**config.mk**
```make
export PLATFORM = sky130hd
export DESIGN_NAME = pipe_lane_control
export DESIGN_NICKNAME = d
export VERILOG_FILES = /design/src/rtl/pipe_lane_pkg.sv /design/src/rtl/pipe_lane_control.sv /design/src/rtl/sync_stage.sv
export VERILOG_INCLUDE_DIRS = /design/src /design/src/rtl
export SDC_FILE = /design/constraint.sdc
export NUM_CORES = 1
export LEC_CHECK = 0
export BUFFER_PORTS_ARGS = -buffer_cell sky130_fd_sc_hd__buf_2
export CAP_MARGIN = 25
export CORE_AREA = 2 2 117 119
export DETAILED_ROUTE_END_ITERATION = 16
export DIE_AREA = 0 0 119 121
export PLACE_DENSITY = 0.81
export RECOVER_POWER = 50
export SKIP_CTS_REPAIR_TIMING = 1
export SYNTH_ARGS = -nofsm -noshare
export SYNTH_HDL_FRONTEND = slang
export SYNTH_HIERARCHICAL = 1
export SYNTH_SLANG_ARGS = --single-unit
```
**constraint.sdc**
```tcl
create_clock -name pclk -period 9.95 [get_ports pclk]
set_input_delay 1.4925 -clock pclk [delete_from_list [all_inputs] [get_ports pclk]]
set_output_delay 1.4925 -clock pclk [all_outputs]
set_load 0.05 [all_outputs]
```
**src/rtl/pipe_lane_regs.svh**
```systemverilog
// Register offsets, field positions, reset values and timing counts for the lane control block
`ifndef PIPE_LANE_REGS_SVH
`define PIPE_LANE_REGS_SVH
`define CTRL_OFFSET 12'h000
`define STATUS_OFFSET 12'h004
`define TXLEVEL_OFFSET 12'h008
`define COEF_OFFSET 12'h00C
`define CTRL_INFER_EN_BIT 0
`define CTRL_GEN3_CAP_BIT 1
`define CTRL_RESET 2'h1
`define ST_POWER_LSB 0
`define ST_RATE_LSB 2
`define ST_DETECT_BIT 4
`define ST_LOOPBACK_BIT 5
`define ST_INVERT_BIT 6
`define ST_EIDLE_BIT 7
`define ST_MARGIN_ERR_BIT 8
`define TL_MARGIN_LSB 0
`define TL_SWING_BIT 3
`define TL_DEEMPH_BIT 4
`define TL_PRESET_LSB 8
`define COEF_PRE_LSB 0
`define COEF_MAIN_LSB 6
`define COEF_POST_LSB 12
`define POWER_RESET 2'h2
`define CLK_PERIOD_PS 25000
`define CLK_PERIOD_NS 25
`define UI_GEN1_PS 400
`define UI_GEN2_PS 200
`define TS_WINDOW_UI 1280
`define EXIT_WINDOW_G1_UI 2000
`define EXIT_WINDOW_G2_UI 16000
`define LONG_WINDOW_NS 128000000
`define TS_G1_CYCLES ((`TS_WINDOW_UI * `UI_GEN1_PS) / `CLK_PERIOD_PS)
`define TS_G2_CYCLES ((`TS_WINDOW_UI * `UI_GEN2_PS) / `CLK_PERIOD_PS)
`define EXIT_G1_CYCLES ((`EXIT_WINDOW_G1_UI * `UI_GEN1_PS) / `CLK_PERIOD_PS)
`define EXIT_G2_CYCLES ((`EXIT_WINDOW_G2_UI * `UI_GEN2_PS) / `CLK_PERIOD_PS)
`define LONG_WINDOW_CYCLES (`LONG_WINDOW_NS / `CLK_PERIOD_NS)
`endif

```
**src/rtl/pipe_lane_pkg.sv**
```systemverilog
// Types shared by the lane control block
package pipe_lane_pkg;
  typedef enum logic [1:0] {GEN1 = 2'h0, GEN2 = 2'h1, GEN3 = 2'h2, RATE_RSVD = 2'h3} rate_e;
  typedef enum logic [1:0] {P0 = 2'h0, P0S = 2'h1, P1 = 2'h2, P2 = 2'h3} power_e;
  typedef enum logic [2:0] {
    INF_NONE0 = 3'h0, INF_NONE1 = 3'h1, INF_NONE2 = 3'h2, INF_NONE3 = 3'h3,
    INF_COM_SKP = 3'h4, INF_TS = 3'h5, INF_EXIT_UI = 3'h6, INF_EXIT_LONG = 3'h7
  } infer_e;
  typedef struct packed {
    logic req_q;
    logic start_detect;
    logic start_loopback;
    logic detect_active;
    logic loopback_active;
    logic force_neg_disp;
    logic rx_invert;
    power_e power_state;
    logic [2:0] margin;
    logic margin_err;
    logic swing;
    logic deemph_3p5db;
    logic [5:0] coef_pre;
    logic [5:0] coef_main;
    logic [5:0] coef_post;
    logic [2:0] preset;
    infer_e infer_sel;
    logic [22:0] infer_cnt;
    logic eidle_inferred;
    logic infer_en;
    logic gen3_cap;
    logic [31:0] prdata;
    logic pslverr;
  } lane_s;
endpackage : pipe_lane_pkg

```
**src/rtl/pipe_lane_control.sv**
```systemverilog
// Sideband control input handling for one PHY lane, with APB status and control
// Function
// - Detect request starts receiver detection
// - After power-up, request starts loopback
// - One-cycle compliance pulse forces negative disparity
// - Polarity input inverts received data
// - Move to requested two-bit power state
// - Margin codes 010 and 011 reserved
// - Swing selects full or half levels
// - Gen2 de-emphasis: 0 is -6, 1 is -3.5
// - Gen3 word splits into three coefficients
// - Gen3-capable: Gen2 -6 dB, Gen1 -3.5 dB
// - Apply asynchronous receive preset hint
// - Top bit set selects idle inference
// - Code 100: no COM/SKP in 128 ms
// - Code 101: no TS1/TS2 in 1280 UI
// - Code 110: no exit in 2000/16000 UI
// - Code 111: no exit in 128 ms, Gen1
// - Rate codes Gen1, Gen2, Gen3
`timescale 1ns/1ps
`include "pipe_lane_regs.svh"
module pipe_lane_control #(
  parameter int LONG_WINDOW = `LONG_WINDOW_CYCLES
) (
  input wire logic pclk,
  input wire logic presetn,
  input wire logic psel,
  input wire logic penable,
  input wire logic pwrite,
  input wire logic [11:0] paddr,
  input wire logic [31:0] pwdata,
  output logic [31:0] prdata,
  output logic pready,
  output logic pslverr,
  input wire logic detect_loopback,
  input wire logic compliance,
  input wire logic rx_polarity,
  input wire logic [1:0] powerdown,
  input wire logic [2:0] tx_margin,
  input wire logic tx_swing,
  input wire logic tx_deemph,
  input wire logic [17:0] gen3_tx_coefficients,
  input wire logic [2:0] rx_preset_hint,
  input wire logic [2:0] eidle_infer_sel,
  input wire logic [1:0] rate,
  input wire logic powerup_done,
  input wire logic com_skp_seen,
  input wire logic ts_seen,
  input wire logic eidle_exit,
  output logic start_detect,
  output logic start_loopback,
  output logic detect_active,
  output logic loopback_active,
  output logic force_neg_disparity,
  output logic rx_invert,
  output logic [1:0] power_state,
  output logic [2:0] margin,
  output logic half_swing,
  output logic deemph_3p5db,
  output logic [5:0] coef_pre,
  output logic [5:0] coef_main,
  output logic [5:0] coef_post,
  output logic [2:0] rx_preset,
  output logic eidle_inferred
);
  localparam logic [22:0] TS_G1 = 23'(`TS_G1_CYCLES);
  localparam logic [22:0] TS_G2 = 23'(`TS_G2_CYCLES);
  localparam logic [22:0] EXIT_G1 = 23'(`EXIT_G1_CYCLES);
  localparam logic [22:0] EXIT_G2 = 23'(`EXIT_G2_CYCLES);
  localparam logic [22:0] LONG_CNT = 23'(LONG_WINDOW);

  pipe_lane_pkg::lane_s s;
  pipe_lane_pkg::lane_s next_s;
  logic rx_polarity_s;
  logic tx_deemph_s;
  logic [17:0] coef_s;
  logic [2:0] preset_s;
  logic [2:0] infer_sel_s;
  logic [1:0] rate_s;
  pipe_lane_pkg::rate_e rate_q;
  pipe_lane_pkg::infer_e sel_q;
  logic [22:0] limit;
  logic event_seen;
  logic wr;
  logic setup;

  // Asynchronous inputs cross into the lane clock as one group
  sync_stage #(
    .WIDTH(28)
  ) async_sync (
    .pclk(pclk),
    .presetn(presetn),
    .async_in({rx_polarity, tx_deemph, gen3_tx_coefficients, rx_preset_hint, eidle_infer_sel,
      rate}),
    .sync_out({rx_polarity_s, tx_deemph_s, coef_s, preset_s, infer_sel_s, rate_s})
  );

  assign rate_q = pipe_lane_pkg::rate_e'(rate_s);
  assign sel_q = pipe_lane_pkg::infer_e'(infer_sel_s);
  assign wr = psel && penable && pwrite;
  assign setup = psel && !penable;

  // Inference window and the event that restarts it
  always_comb
  begin
    limit = '0;
    event_seen = 1'b0;
    unique case (sel_q)
      pipe_lane_pkg::INF_COM_SKP:
      begin
        limit = LONG_CNT;
        event_seen = com_skp_seen;
      end
      pipe_lane_pkg::INF_TS:
      begin
        limit = (rate_q == pipe_lane_pkg::GEN1) ? TS_G1 :
          (rate_q == pipe_lane_pkg::GEN2) ? TS_G2 : '0;
        event_seen = ts_seen;
      end
      pipe_lane_pkg::INF_EXIT_UI:
      begin
        limit = (rate_q == pipe_lane_pkg::GEN1) ? EXIT_G1 :
          (rate_q == pipe_lane_pkg::GEN2) ? EXIT_G2 : '0;
        event_seen = eidle_exit;
      end
      pipe_lane_pkg::INF_EXIT_LONG:
      begin
        limit = (rate_q == pipe_lane_pkg::GEN1) ? LONG_CNT : '0;
        event_seen = eidle_exit;
      end
      default:
      begin
        limit = '0;
        event_seen = 1'b0;
      end
    endcase
  end

  // Next state of the lane controls and the register file
  always_comb
  begin
    next_s = s;
    // Detect request: detection before power-up, loopback after
    next_s.req_q = detect_loopback;
    next_s.start_detect = detect_loopback && !s.req_q && !powerup_done;
    next_s.start_loopback = detect_loopback && !s.req_q && powerup_done;
    next_s.detect_active = detect_loopback && !powerup_done;
    next_s.loopback_active = detect_loopback && powerup_done;
    next_s.force_neg_disp = compliance;
    next_s.rx_invert = rx_polarity_s;
    next_s.power_state = pipe_lane_pkg::power_e'(powerdown);
    // Reserved margin codes keep the last legal range and flag it
    if (tx_margin == 3'h2 || tx_margin == 3'h3)
      next_s.margin_err = 1'b1;
    else
      next_s.margin = tx_margin;
    next_s.swing = tx_swing;
    // De-emphasis by rate
    unique case (rate_q)
      pipe_lane_pkg::GEN1:
        next_s.deemph_3p5db = s.gen3_cap ? 1'b1 : tx_deemph_s;
      pipe_lane_pkg::GEN2:
        next_s.deemph_3p5db = s.gen3_cap ? 1'b0 : tx_deemph_s;
      pipe_lane_pkg::GEN3:
      begin
        next_s.coef_pre = coef_s[5:0];
        next_s.coef_main = coef_s[11:6];
        next_s.coef_post = coef_s[17:12];
      end
      default:
        next_s.deemph_3p5db = s.deemph_3p5db;
    endcase
    next_s.preset = preset_s;
    // Electrical idle inference counter
    next_s.infer_sel = sel_q;
    if (!s.infer_en || !sel_q[2] || limit == '0 || sel_q != s.infer_sel || event_seen)
    begin
      next_s.infer_cnt = '0;
      next_s.eidle_inferred = 1'b0;
    end
    else if (s.infer_cnt >= limit - 23'h1)
      next_s.eidle_inferred = 1'b1;
    else
      next_s.infer_cnt = s.infer_cnt + 23'h1;
    // APB writes
    if (wr && paddr == `CTRL_OFFSET)
    begin
      next_s.infer_en = pwdata[`CTRL_INFER_EN_BIT];
      next_s.gen3_cap = pwdata[`CTRL_GEN3_CAP_BIT];
    end
    if (wr && paddr == `STATUS_OFFSET && pwdata[`ST_MARGIN_ERR_BIT]
        && !(tx_margin == 3'h2 || tx_margin == 3'h3))
      next_s.margin_err = 1'b0;
    // APB read data is staged in the setup phase
    if (setup)
    begin
      next_s.prdata = '0;
      next_s.pslverr = 1'b0;
      unique case (paddr)
        `CTRL_OFFSET:
        begin
          next_s.prdata[`CTRL_INFER_EN_BIT] = s.infer_en;
          next_s.prdata[`CTRL_GEN3_CAP_BIT] = s.gen3_cap;
        end
        `STATUS_OFFSET:
        begin
          next_s.prdata[`ST_POWER_LSB +: 2] = s.power_state;
          next_s.prdata[`ST_RATE_LSB +: 2] = rate_s;
          next_s.prdata[`ST_DETECT_BIT] = s.detect_active;
          next_s.prdata[`ST_LOOPBACK_BIT] = s.loopback_active;
          next_s.prdata[`ST_INVERT_BIT] = s.rx_invert;
          next_s.prdata[`ST_EIDLE_BIT] = s.eidle_inferred;
          next_s.prdata[`ST_MARGIN_ERR_BIT] = s.margin_err;
        end
        `TXLEVEL_OFFSET:
        begin
          next_s.prdata[`TL_MARGIN_LSB +: 3] = s.margin;
          next_s.prdata[`TL_SWING_BIT] = s.swing;
          next_s.prdata[`TL_DEEMPH_BIT] = s.deemph_3p5db;
          next_s.prdata[`TL_PRESET_LSB +: 3] = s.preset;
        end
        `COEF_OFFSET:
        begin
          next_s.prdata[`COEF_PRE_LSB +: 6] = s.coef_pre;
          next_s.prdata[`COEF_MAIN_LSB +: 6] = s.coef_main;
          next_s.prdata[`COEF_POST_LSB +: 6] = s.coef_post;
        end
        default:
          next_s.pslverr = 1'b1;
      endcase
    end
  end

  // State register
  always_ff @(posedge pclk or negedge presetn)
  begin
    if (!presetn)
    begin
      s <= '0;
      s.power_state <= pipe_lane_pkg::power_e'(`POWER_RESET);
      s.infer_en <= 1'(`CTRL_RESET >> `CTRL_INFER_EN_BIT);
      s.gen3_cap <= 1'(`CTRL_RESET >> `CTRL_GEN3_CAP_BIT);
    end
    else
      s <= next_s;
  end

  // Outputs straight from the state register; pready is tied high
  assign pready = 1'b1;
  assign prdata = s.prdata;
  assign pslverr = s.pslverr;
  assign start_detect = s.start_detect;
  assign start_loopback = s.start_loopback;
  assign detect_active = s.detect_active;
  assign loopback_active = s.loopback_active;
  assign force_neg_disparity = s.force_neg_disp;
  assign rx_invert = s.rx_invert;
  assign power_state = s.power_state;
  assign margin = s.margin;
  assign half_swing = s.swing;
  assign deemph_3p5db = s.deemph_3p5db;
  assign coef_pre = s.coef_pre;
  assign coef_main = s.coef_main;
  assign coef_post = s.coef_post;
  assign rx_preset = s.preset;
  assign eidle_inferred = s.eidle_inferred;
endmodule : pipe_lane_control

```
**src/rtl/sync_stage.sv**
```systemverilog
// Two-flop synchroniser for asynchronous lane inputs
`timescale 1ns/1ps
module sync_stage #(
  parameter int WIDTH = 1
) (
  input wire logic pclk,
  input wire logic presetn,
  input wire logic [WIDTH-1:0] async_in,
  output logic [WIDTH-1:0] sync_out
);
  typedef struct packed {
    logic [WIDTH-1:0] meta;
    logic [WIDTH-1:0] stable;
  } sync_s;
  sync_s s;
  sync_s next_s;

  // First flop feeds only the second
  always_comb
  begin
    next_s.meta = async_in;
    next_s.stable = s.meta;
  end

  always_ff @(posedge pclk or negedge presetn)
  begin
    if (!presetn)
      s <= '0;
    else
      s <= next_s;
  end

  assign sync_out = s.stable;
endmodule : sync_stage

```
# Yosys cells after proc, flatten, opt, wreduce, memory -nomap -nowiden
# Index checks and enable logic that the tools add are counted.
[word_totals]
reg_bits = 140
in_bits = 89
out_inout_bits = 69
elab_cells = 94
[classes]
addsub = 2
order_cmp = 1
eq_ne = 13
n_mux = 22
n_reduce_logical = 31
[ops]
columns = ["cell", "count"]
rows = [
  ["$pmux 23 s4", 1],
  ["$mux 23", 2],
  ["$eq 12x4->1 const B", 2],
  ["$mux 24", 1],
  ["$add 23x1->23 const B", 1],
  ["$ge 23x23->1", 1],
  ["$logic_not 23->1", 1],
  ["$sub 23x1->23 const B", 1],
  ["$mux 8", 2],
  ["$eq 12x3->1 const B", 1],
  ["$eq 3x3->1 const B", 4],
  ["$logic_and 1x1->1", 12],
  ["$logic_not 12->1", 1],
  ["$pmux 3 s3", 1],
  ["$pmux 2 s4", 1],
  ["$mux 7", 1],
  ["$eq 3x2->1 const B", 2],
  ["$logic_not 1->1", 6],
  ["$mux 1", 6],
  ["$pmux 1 s3", 2],
  ["$pmux 3 s2", 1],
  ["$reduce_bool 2->1", 3],
  ["$logic_or 1x1->1", 5],
  ["$mux 5", 1],
  ["10 further kinds", 10],
]

# Depth between registers and ports, before layout
# Gate-level depths: netlist of the first run.
[logic_depth]
ltp_word = 9
depth_mapped = 17
ltp_nobuf = 14

# By module
# Netlist of the first run, hierarchy kept.
[modules_own_cells]
columns = ["mod", "n_inst", "cells_per_inst", "area_each_um2", "seq_area_each_um2"]
rows = [
  ["pipe_lane_control", 1, 490, 4833.4, 2104.5],
  ["sync_stage", 1, 56, 1401.3, 1401.3],
]

# Worst setup path after synthesis of the first run
# OpenSTA, ideal clock, no wires.
[synth_path]
kind = "register to register"
startpoint = "register async_sync.s, in the netlist async_sync/sync_out[2]"
endpoint = "register s[52] in the netlist's numbering"
setup_time_ns = 0.119
arrival_ns = 3.772
t_required_ns = 9.831
path_slack_ns = 6.059
path_stages_with_launch = 18
period_less_slack_ns = 3.891
cell_sequence = "dfrtp_1 nor2b_1 nand2_1 or3_1 clkbuf_1 ha_1 and2_1 clkbuf_1 o21ai_0 and2_1 ha_1 nand4_2 nor4_2 a211o_1 or4_4 buf_2 o31a_1 o21a_1"
[synth_between]
elab_chain_len = 7
word_cells_on_any_way = 16
cone_classes = "add/sub: 1; order compare: 1; eq/ne: 6; mux: 3; reduce/logical: 5"
[synth_lines]
columns = ["item", "line_no", "source"]
rows = [
  ["start, declared", "sync_stage.sv:15", "sync_s s;"],
  ["start signal, assigned", "sync_stage.sv:30", "s <= next_s;"],
  ["parallel branches: the longest is 7 deep, another holds $sub 23x1->23", "-", ""],
  ["end signal, assigned", "pipe_lane_control.sv:245", "s <= next_s;"],
  ["end, declared", "pipe_lane_control.sv:72", "pipe_lane_pkg::lane_s s;"],
]
# Several ways; the timed one is not identified.
# A chain may end at the register's enable or synchronous reset.

# Worst setup path after layout of the first run
[layout_path]
startpoint = "register async_sync.s, in the netlist async_sync/sync_out[2]"
endpoint = "register s[46] in the netlist's numbering"
# The elaborated chain is that of the path after synthesis.

==> results.md, run 1 <==
* Proportion of register bits with asynchronous set or reset after synthesis at 100%
* Status: finished, violations left
* Maximum number of pins on one net before global-route repair at between 80 and 90
* Mean post-synth cell area at about 11 um^2
* Area share of xor/xnor cells in the synthesized design at less than 1%
* Post-synthesis simple-gate area fraction at 13.4%
* Worst clock skew on the final layout at about 0.0074 ns
* Share of total power in combinational logic at a little over a tenth
* Reg power frac at 43.3%
* End of the worst register-to-register path: s[46]
* Count of unique library cells instantiated by Yosys at 53
* Worst path arrival time at between 4 and 5 ns
* Synth warnings at 6
* Residual antenna-violating net count after detailed routing at 0
* Power density relative to cell area at 197 nW/um^2
* CP Class: flop to flop
* Hold path startpoint: async_sync/next_s[8]
* Total routed wirelength at ~13 mm
* Worst slew pin tran at between 2 and 3 ns
* Horizontal die dimension at ~120 um
* Largest family of logic cells by synthesized area: simple AND/OR/NAND/NOR gates
* Clock latency of the later-clocked register in the worst-skew pair at between 0.4 and 0.5 ns
* Register area share after synthesis at a little under three fifths
* Via-to-Cell Ratio at ~5.3
* Share of cell area taken by muxes after synthesis at under 10%
* Worst r2r path cells at 14
* Fraction of layout instances using a drive strength above 1 at about 28%
* Final setup vio count at 0
* CP Max Fanout at 19
* Hold-critical path endpoint: async_sync/sync_out[8]
* Number of H-tree branching levels at 4
* Relative slew margins at -95.4%
* Core region area at roughly 13000 um^2
* DRT iter0 DRCs at 262
* Fin cells at a little over 800
* Initial antenna violation count at 0
* Maximum cell stage delay along the critical path at 0.68 ns
* Number of iterations in the first detailed-routing pass at 4
* Synth Area in Compound Gates at around a tenth
* PortBufs at 113
* Clock buffers created by TritonCTS at 17
* Cells traversed along the worst timing path: nor2b_1, nand2_1, or3_1, ha_1, and2_1, o21ai_0, and2_1, ha_1, nand4_2, nor3_1, a211oi_1, nand3_1, or4_1, a21oi_1
* Commonest register cell after synthesis: sky130_fd_sc_hd__dfrtp_1
* Vias in the first global route at around 4100
* GPL Wtd Cong at 0.879
* Die span in y at approximately 120 um
* Switching share of total power at between 20% and 30%
* CTS clock-pin slew for the worst setup and hold paths at about 0.06 ns
* Syn Std Cell Area at ~6200 um^2
* TritonCTS clock tree: built
* EDFF count, synth at 0
* CTS root buffer: sky130_fd_sc_hd__clkbuf_16
* Max Buffers Root-to-Sink at 2
* Critical path data required time at a little over 10 ns
* Total count of hold-check failures in the final report at 0
* Cell count after placement at 774
* Register-to-register path setup slack at about 5.4 ns
* Total of fill cells in the finished design at approximately 1100
* HPWL after detailed placement at approximately 9 mm
* Max Fclk at between 0.2 and 0.25 GHz
* Net switching power figure at about 380 uW
* Unrepaired setup endpoints after global routing: no
* Area share of fa/ha/maj cells after synthesis at under 10%
* Via count at 4245
* Clock power frac at 46.0%
* Max-slew violation total from the final report at 58
* Number of cells traversed by the worst hold path at 0
* Area Growth Syn to Fin at 15.6%
* Antenna fix cells at 0
* Residual overflow from global routing at 0
* Top Ports at roughly 160
* Global-route total usage across every layer at a little under a fifth
* Max-cap viol count at 1
* Seq cells post-synth at 140
* Crit path capture type: flop
* Shortest clock period the worst path allows after layout at 4.56 ns
* Row count at 42
* Hold Path Class: flop to flop
* Largest voltage drop on the vdd net at 141 uV
* Sink Count at 140
* DRC viols at 0
* Crit-path slowest cell: sky130_fd_sc_hd__or4_1
* Die ar. at between 10000 and 15000 um^2
* Pint at around 1000 uW
* Buffers & Inverters on Critical Path at 0
* Final total negative setup slack at 0 ns
* Number of cells produced by synthesis at between 500 and 600
* Reported leakage power at between 0.003 and 0.004 uW
* Reg-to-reg startpoint: async_sync/sync_out[2]
* Fraction of the cycle the final worst path needs at 45.9%
* Mean routed wirelength per cell at around 16 um
* Number of nets in the layout at 736
* Global-route wire length before repair at ~20 mm
* Effective utilization at floorplan at a little under half
* Violations in the final reports: capacitance limit, slew limit
* Startpoint kind of the worst setup timing path: flop
* Largest delay share family, worst path: simple AND/OR/NAND/NOR gates
==> cells in the final DEF (no fill, tap or decap), types with 5 or more instances in the layout <==
master,Yosys,layout
sky130_fd_sc_hd__o21ai_0,24,24
sky130_fd_sc_hd__nor2b_1,5,5
sky130_fd_sc_hd__nand2_1,53,53
sky130_fd_sc_hd__and3_1,6,6
sky130_fd_sc_hd__clkbuf_1,12,6
sky130_fd_sc_hd__ha_1,28,28
sky130_fd_sc_hd__nand3_1,19,19
sky130_fd_sc_hd__nor4_1,7,7
sky130_fd_sc_hd__or4_1,7,7
sky130_fd_sc_hd__a21oi_1,26,26
sky130_fd_sc_hd__mux2_2,24,24
sky130_fd_sc_hd__and2_1,7,6
sky130_fd_sc_hd__a22oi_1,7,7
sky130_fd_sc_hd__nor2_1,16,16
sky130_fd_sc_hd__dfrtp_1,138,138
sky130_fd_sc_hd__o31ai_1,12,12
sky130_fd_sc_hd__or3_1,11,11
sky130_fd_sc_hd__clkbuf_16,0,17
sky130_fd_sc_hd__conb_1,2,15
sky130_fd_sc_hd__nand4_1,9,9
sky130_fd_sc_hd__o21ai_1,7,7
sky130_fd_sc_hd__inv_1,13,13
sky130_fd_sc_hd__buf_2,2,109
==> stage by stage <==
step | hold slack, ns | utilization (%) | power (uW) | instance area, um^2 | setup slack [ns]
finish | 0.344 | 55.1 | 1420 | 7210 | 5.39
global route | 0.345 | 55.1 | 1460 | 7210 | 4.95
CTS | 0.343 | 55.0 | 1430 | 7190 | 5.44
detailed placement | 0.335 | 50.3 | 775 | 6580 | 5.45
global placement | 0.332 | 50.3 | 769 | 6580 | 5.59
floorplan | 0.331 | - | 745 | 6280 | 6.06
==> registers in the layout (all words and copies together) (netlist names), 2 cells and up <==
register / flops
async_sync/next_s: 28
async_sync/sync_out: 28
coef_main: 6
coef_post: 6
coef_pre: 6
margin: 3
power_state: 2
prdata: 18
rx_preset: 3
s: 30
==> how the worst max path moves through the flow <==
stage / from / endpoint / cells past startpoint
after global routing: async_sync/sync_out[2] / s[46] / 14
after floorplan: async_sync/sync_out[2] / s[52] / 17
after detailed placement: async_sync/sync_out[2] / s[46] / 14
after CTS: async_sync/sync_out[2] / s[46] / 14
final: async_sync/sync_out[2] / s[46] / 14
after global placement: async_sync/sync_out[2] / s[46] / 14
==> power by group through the flow <==
stage | Clock [uW] | Sequential, uW | Combinational [uW]
floorplan | 0 | 626 | 119
global placement | 0 | 622 | 147
detailed placement | 0 | 624 | 151
CTS | 661 | 614 | 151
global route | 687 | 617 | 161
finish | 652 | 614 | 150
==> metal layers <==
metal	global-route usage, %	vias to the layer above	wire length, um
met1	21.9	2087	5150
met3	5.03	19	709
li1	-	2010	-
met4	7.96	0	212
met5	0	-	0
met2	30.6	129	6640
==> synthesized netlist by cell type (3+ instances only) <==
library cell	instances	area share [%]
sky130_fd_sc_hd__dfrtp_1	138	55
sky130_fd_sc_hd__buf_4	59	7.1
sky130_fd_sc_hd__nand2_1	53	3.2
sky130_fd_sc_hd__ha_1	28	5.6
sky130_fd_sc_hd__a21oi_1	26	2.1
sky130_fd_sc_hd__mux2_2	24	4.3
sky130_fd_sc_hd__o21ai_0	24	1.9
sky130_fd_sc_hd__nand3_1	19	1.5
sky130_fd_sc_hd__nor2_1	16	0.96
sky130_fd_sc_hd__inv_1	13	0.78
sky130_fd_sc_hd__clkbuf_1	12	0.72
sky130_fd_sc_hd__o31ai_1	12	1.4
sky130_fd_sc_hd__or3_1	11	1.1
sky130_fd_sc_hd__nand4_1	9	0.90
sky130_fd_sc_hd__a22oi_1	7	0.84
sky130_fd_sc_hd__and2_1	7	0.70
sky130_fd_sc_hd__nor4_1	7	0.70
sky130_fd_sc_hd__o21ai_1	7	0.56
sky130_fd_sc_hd__or4_1	7	0.84
sky130_fd_sc_hd__and3_1	6	0.60
sky130_fd_sc_hd__nor2b_1	5	0.50
sky130_fd_sc_hd__mux2i_1	4	0.64
sky130_fd_sc_hd__nand2b_1	4	0.40
sky130_fd_sc_hd__a211oi_1	3	0.36
sky130_fd_sc_hd__buf_1	3	0.18
sky130_fd_sc_hd__nor3_1	3	0.24
sky130_fd_sc_hd__nor3b_1	3	0.36
sky130_fd_sc_hd__o21a_1	3	0.36
==> layout make-up <==
type	instances	area, um^2	area share, %
clock buffer	17	425	5.90
inverter	13	48.8	0.677
sequential	140	3510	48.6
tap	176	220	3.06
timing repair buffer	117	603	8.37
clock inverter	15	185	2.57
multi-input combinational	330	2220	30.8
==> cell families after synthesis <==
| family | after synthesis |
|---|---|
| adders and majority gates | 28 |
| and+or+nand+nor | 158 |
| DFF | 140 |
| other | 2 |
| buffers and inverters | 89 |
| AOI/OAI and AO/OA | 95 |
| muxes | 30 |
| xor gates and xnor gates | 4 |
No activity file was read; power rests on OpenSTA's default activity.
==> run 2: changes to the inputs <==
--- a/config.mk
+++ b/config.mk
@@ -11,7 +11,7 @@
 export CORE_AREA = 2 2 117 119
 export DETAILED_ROUTE_END_ITERATION = 16
 export DIE_AREA = 0 0 119 121
-export PLACE_DENSITY = 0.81
+export PLACE_DENSITY = 0.84
 export RECOVER_POWER = 50
 export SKIP_CTS_REPAIR_TIMING = 1
 export SYNTH_ARGS = -nofsm -noshare
==> constraint.sdc (replaced) <==
create_clock -name pclk -period 4 [get_ports pclk]
set_input_delay 0.6 -clock pclk [delete_from_list [all_inputs] [get_ports pclk]]
set_output_delay 0.6 -clock pclk [all_outputs]
set_load 0.05 [all_outputs]
==> run 2 against run 1 <==
The run still ends with capacitance limit, slew limit left. Clock skew is essentially flat. Combinational power grew to 2.6 times the previous value. Die area is the same. Fmax grew 18%. Via count grew 6.2%. Final cell count grew 1.5%. Core utilization grew 0.64 points. Non-clock buffer count grew 11. Wire length grew 9.4%. Largest power group is now sequential cells.
==> results.md, run 2 (synthesis gave the netlist of run 1 again) <==
* Status: finished, violations left
* Violations in the final reports: capacitance limit, slew limit
* Global-route total usage across every layer at 19.4%
* DRT iter0 DRCs at around 400
* Most common cell after layout, fill and taps aside: sky130_fd_sc_hd__dfrtp_1
* Maximum number of pins on one net before global-route repair at between 90 and 100
* Total of fill cells in the finished design at just over 1000
* Hold Path Class: input pin to flop
* Final total negative setup slack at 0 ns
* Share of total power in combinational logic at 11.3%
* Reg-to-reg startpoint: async_sync/sync_out[3]
* PortBufs at between 100 and 150
* Pint at around 2400 uW
* Worst clock skew on the final layout at about 0.0076 ns
* Total count of hold-check failures in the final report at 0
* Leading cell types in the layout, fill and taps excluded: sky130_fd_sc_hd__dfrtp_1, sky130_fd_sc_hd__buf_2, sky130_fd_sc_hd__nand2_1, sky130_fd_sc_hd__ha_1
* Relative slew margins at -52.5%
* Flip-flop count of the largest register, all copies and words added at 30
* Number of H-tree branching levels at 4
* Row count at between 40 and 50
* Residual overflow from global routing at 0
* CTS root buffer: sky130_fd_sc_hd__clkbuf_16
* End of the worst register-to-register path: s[54]
* Critical path data required time at about 4.3 ns
* Number of iterations in the first detailed-routing pass at 6
* HPWL after detailed placement at 9.61 mm
* Max-slew violation total from the final report at 99
* Max Buffers Root-to-Sink at 2
* Clock latency of the later-clocked register in the worst-skew pair at 0.42 ns
* Post-route design area at ~7300 um^2
* Max Fclk at about 0.26 GHz
* Antenna fix cells at 0
* Reported leakage power at between 0.003 and 0.004 uW
* Worst r2r path cells at 15
* CP Class: flop to flop
* Worst path arrival time at about 4.2 ns
* Die ar. at 14400 um^2
* Vias in the first global route at between 4000 and 5000
* Clock power frac at between 40% and 50%
* Fin cells at a little over 800
* Effective utilization at floorplan at 47.6%
* CTS clock-pin slew for the worst setup and hold paths at around 0.06 ns
* Switching share of total power at 28.8%
* Placed inst area at ~6700 um^2
* Dpl ws at about 0.079 ns
* Via-to-Cell Ratio at between 5 and 6
* Die span in y at about 120 um
* Fraction of layout instances using a drive strength above 1 at between 30% and 40%
* Power density relative to cell area at approximately 460 nW/um^2
* Final WS setup at 0.126 ns
* Sink Count at 140
* Max-cap viol count at 1
* DRC viols at 0
* Final setup vio count at 0
* Final Total Pwr at 3380 uW
* Reg power frac at 45.1%
* Startpoint kind of the worst setup timing path: flop
* Number of nets in the layout at 748
* Hold path startpoint: powerdown[1]
* Total routed wirelength at 13.9 mm
* Initial antenna violation count at 0
* Shortest clock period the worst path allows after layout at 3.87 ns
* Net switching power figure at roughly 970 uW
* Clock buffers created by TritonCTS at 17
* Worst slew pin tran at 2.29 ns
* Residual antenna-violating net count after detailed routing at 0
* CP Max Fanout at 6
* Cell count after placement at ~780
* GPL Wtd Cong at 0.980
* Register with the most flip-flops: s
* Core region area at 13100 um^2
* Hold-critical path endpoint: power_state[1]
* Fraction of the cycle the final worst path needs at between 90% and 100%
* Mean routed wirelength per cell at ~17 um
* Area Growth Syn to Fin at 17.0%
* Crit path capture type: flop
* Via count at 4509
* Horizontal die dimension at between 100 and 150 um
* Top Ports at between 150 and 200
* Global-route wire length before repair at about 22 mm
* Number of cells traversed by the worst hold path at 1
* Largest voltage drop on the vdd net at around 410 uV
* TritonCTS clock tree: built
* Register-to-register path setup slack at approximately 0.13 ns
run 2: changes by cell type in the layout (fill, tap and decap cells not counted), sizes merged:
cell	change
inv	+1
bufinv	-3
clkinv	+2
buf	+13
clkinvlp	-1
clkbuf	-1
or4	+1
run 2: metal layers:
layer | GRT usage (%) | vias up | share of wire (%)
met5 | 0 | - | 0
met4 | 10.7 | 0 | 4.0
met3 | 5.87 | 57 | 5.9
met2 | 32.0 | 194 | 51
met1 | 22.7 | 2221 | 39
li1 | - | 2037 | -
run 2: final cells by class:
type,count,area (um^2),area share (%)
clock buffers,18,429,5.89
well taps,176,220,3.02
flip-flops and latches,140,3510,48.1
inverters,13,48.8,0.669
repair buffers,128,682,9.35
multi-input cells,331,2270,31.2
clock inverters,14,134,1.84
run 2: worst max-delay path: stages (launching register included):
cell and delay [ns]:
sky130_fd_sc_hd__dfrtp_1 0.38, sky130_fd_sc_hd__nor2b_2 0.13, sky130_fd_sc_hd__nand2_1 0.10, sky130_fd_sc_hd__or3_1 0.34
sky130_fd_sc_hd__ha_1 0.24, sky130_fd_sc_hd__and2_4 0.17, sky130_fd_sc_hd__buf_4 0.15, sky130_fd_sc_hd__inv_1 0.07
sky130_fd_sc_hd__and2_1 0.14, sky130_fd_sc_hd__ha_1 0.24, sky130_fd_sc_hd__nand4_2 0.14, sky130_fd_sc_hd__nor4_2 0.09
sky130_fd_sc_hd__a211o_1 0.37, sky130_fd_sc_hd__or4_4 0.59, sky130_fd_sc_hd__or4_4 0.50, sky130_fd_sc_hd__a21oi_2 0.14
run 2: power by group through the flow:
stage | Clock [uW] | Sequential [uW] | Combinational (uW)
after detailed placement | 0 | 1550 | 384
after global routing | 1570 | 1530 | 409
final | 1470 | 1530 | 383
after floorplan | 0 | 1560 | 297
after global placement | 0 | 1550 | 372
after CTS | 1490 | 1530 | 385
run 2: worst max path at each step:
stage	startpoint	end	slack (ns)
after global placement	async_sync/sync_out[0]	s[54]	0.21
final	async_sync/sync_out[3]	s[54]	0.13
after global routing	async_sync/sync_out[3]	s[56]	-0.004
after floorplan	async_sync/sync_out[2]	s[52]	0.11
after CTS	async_sync/sync_out[3]	s[42]	0.08
after detailed placement	async_sync/sync_out[3]	s[56]	0.08
run 2: through the flow:
stage / hold WS, ns / util, %
2_1_floorplan: 0.304 / -
3_3_place_gp: 0.332 / 50.8
3_5_place_dp: 0.335 / 50.9
4_1_cts: 0.268 / 55.2
5_1_grt: 0.266 / 55.7
6_report: 0.281 / 55.7
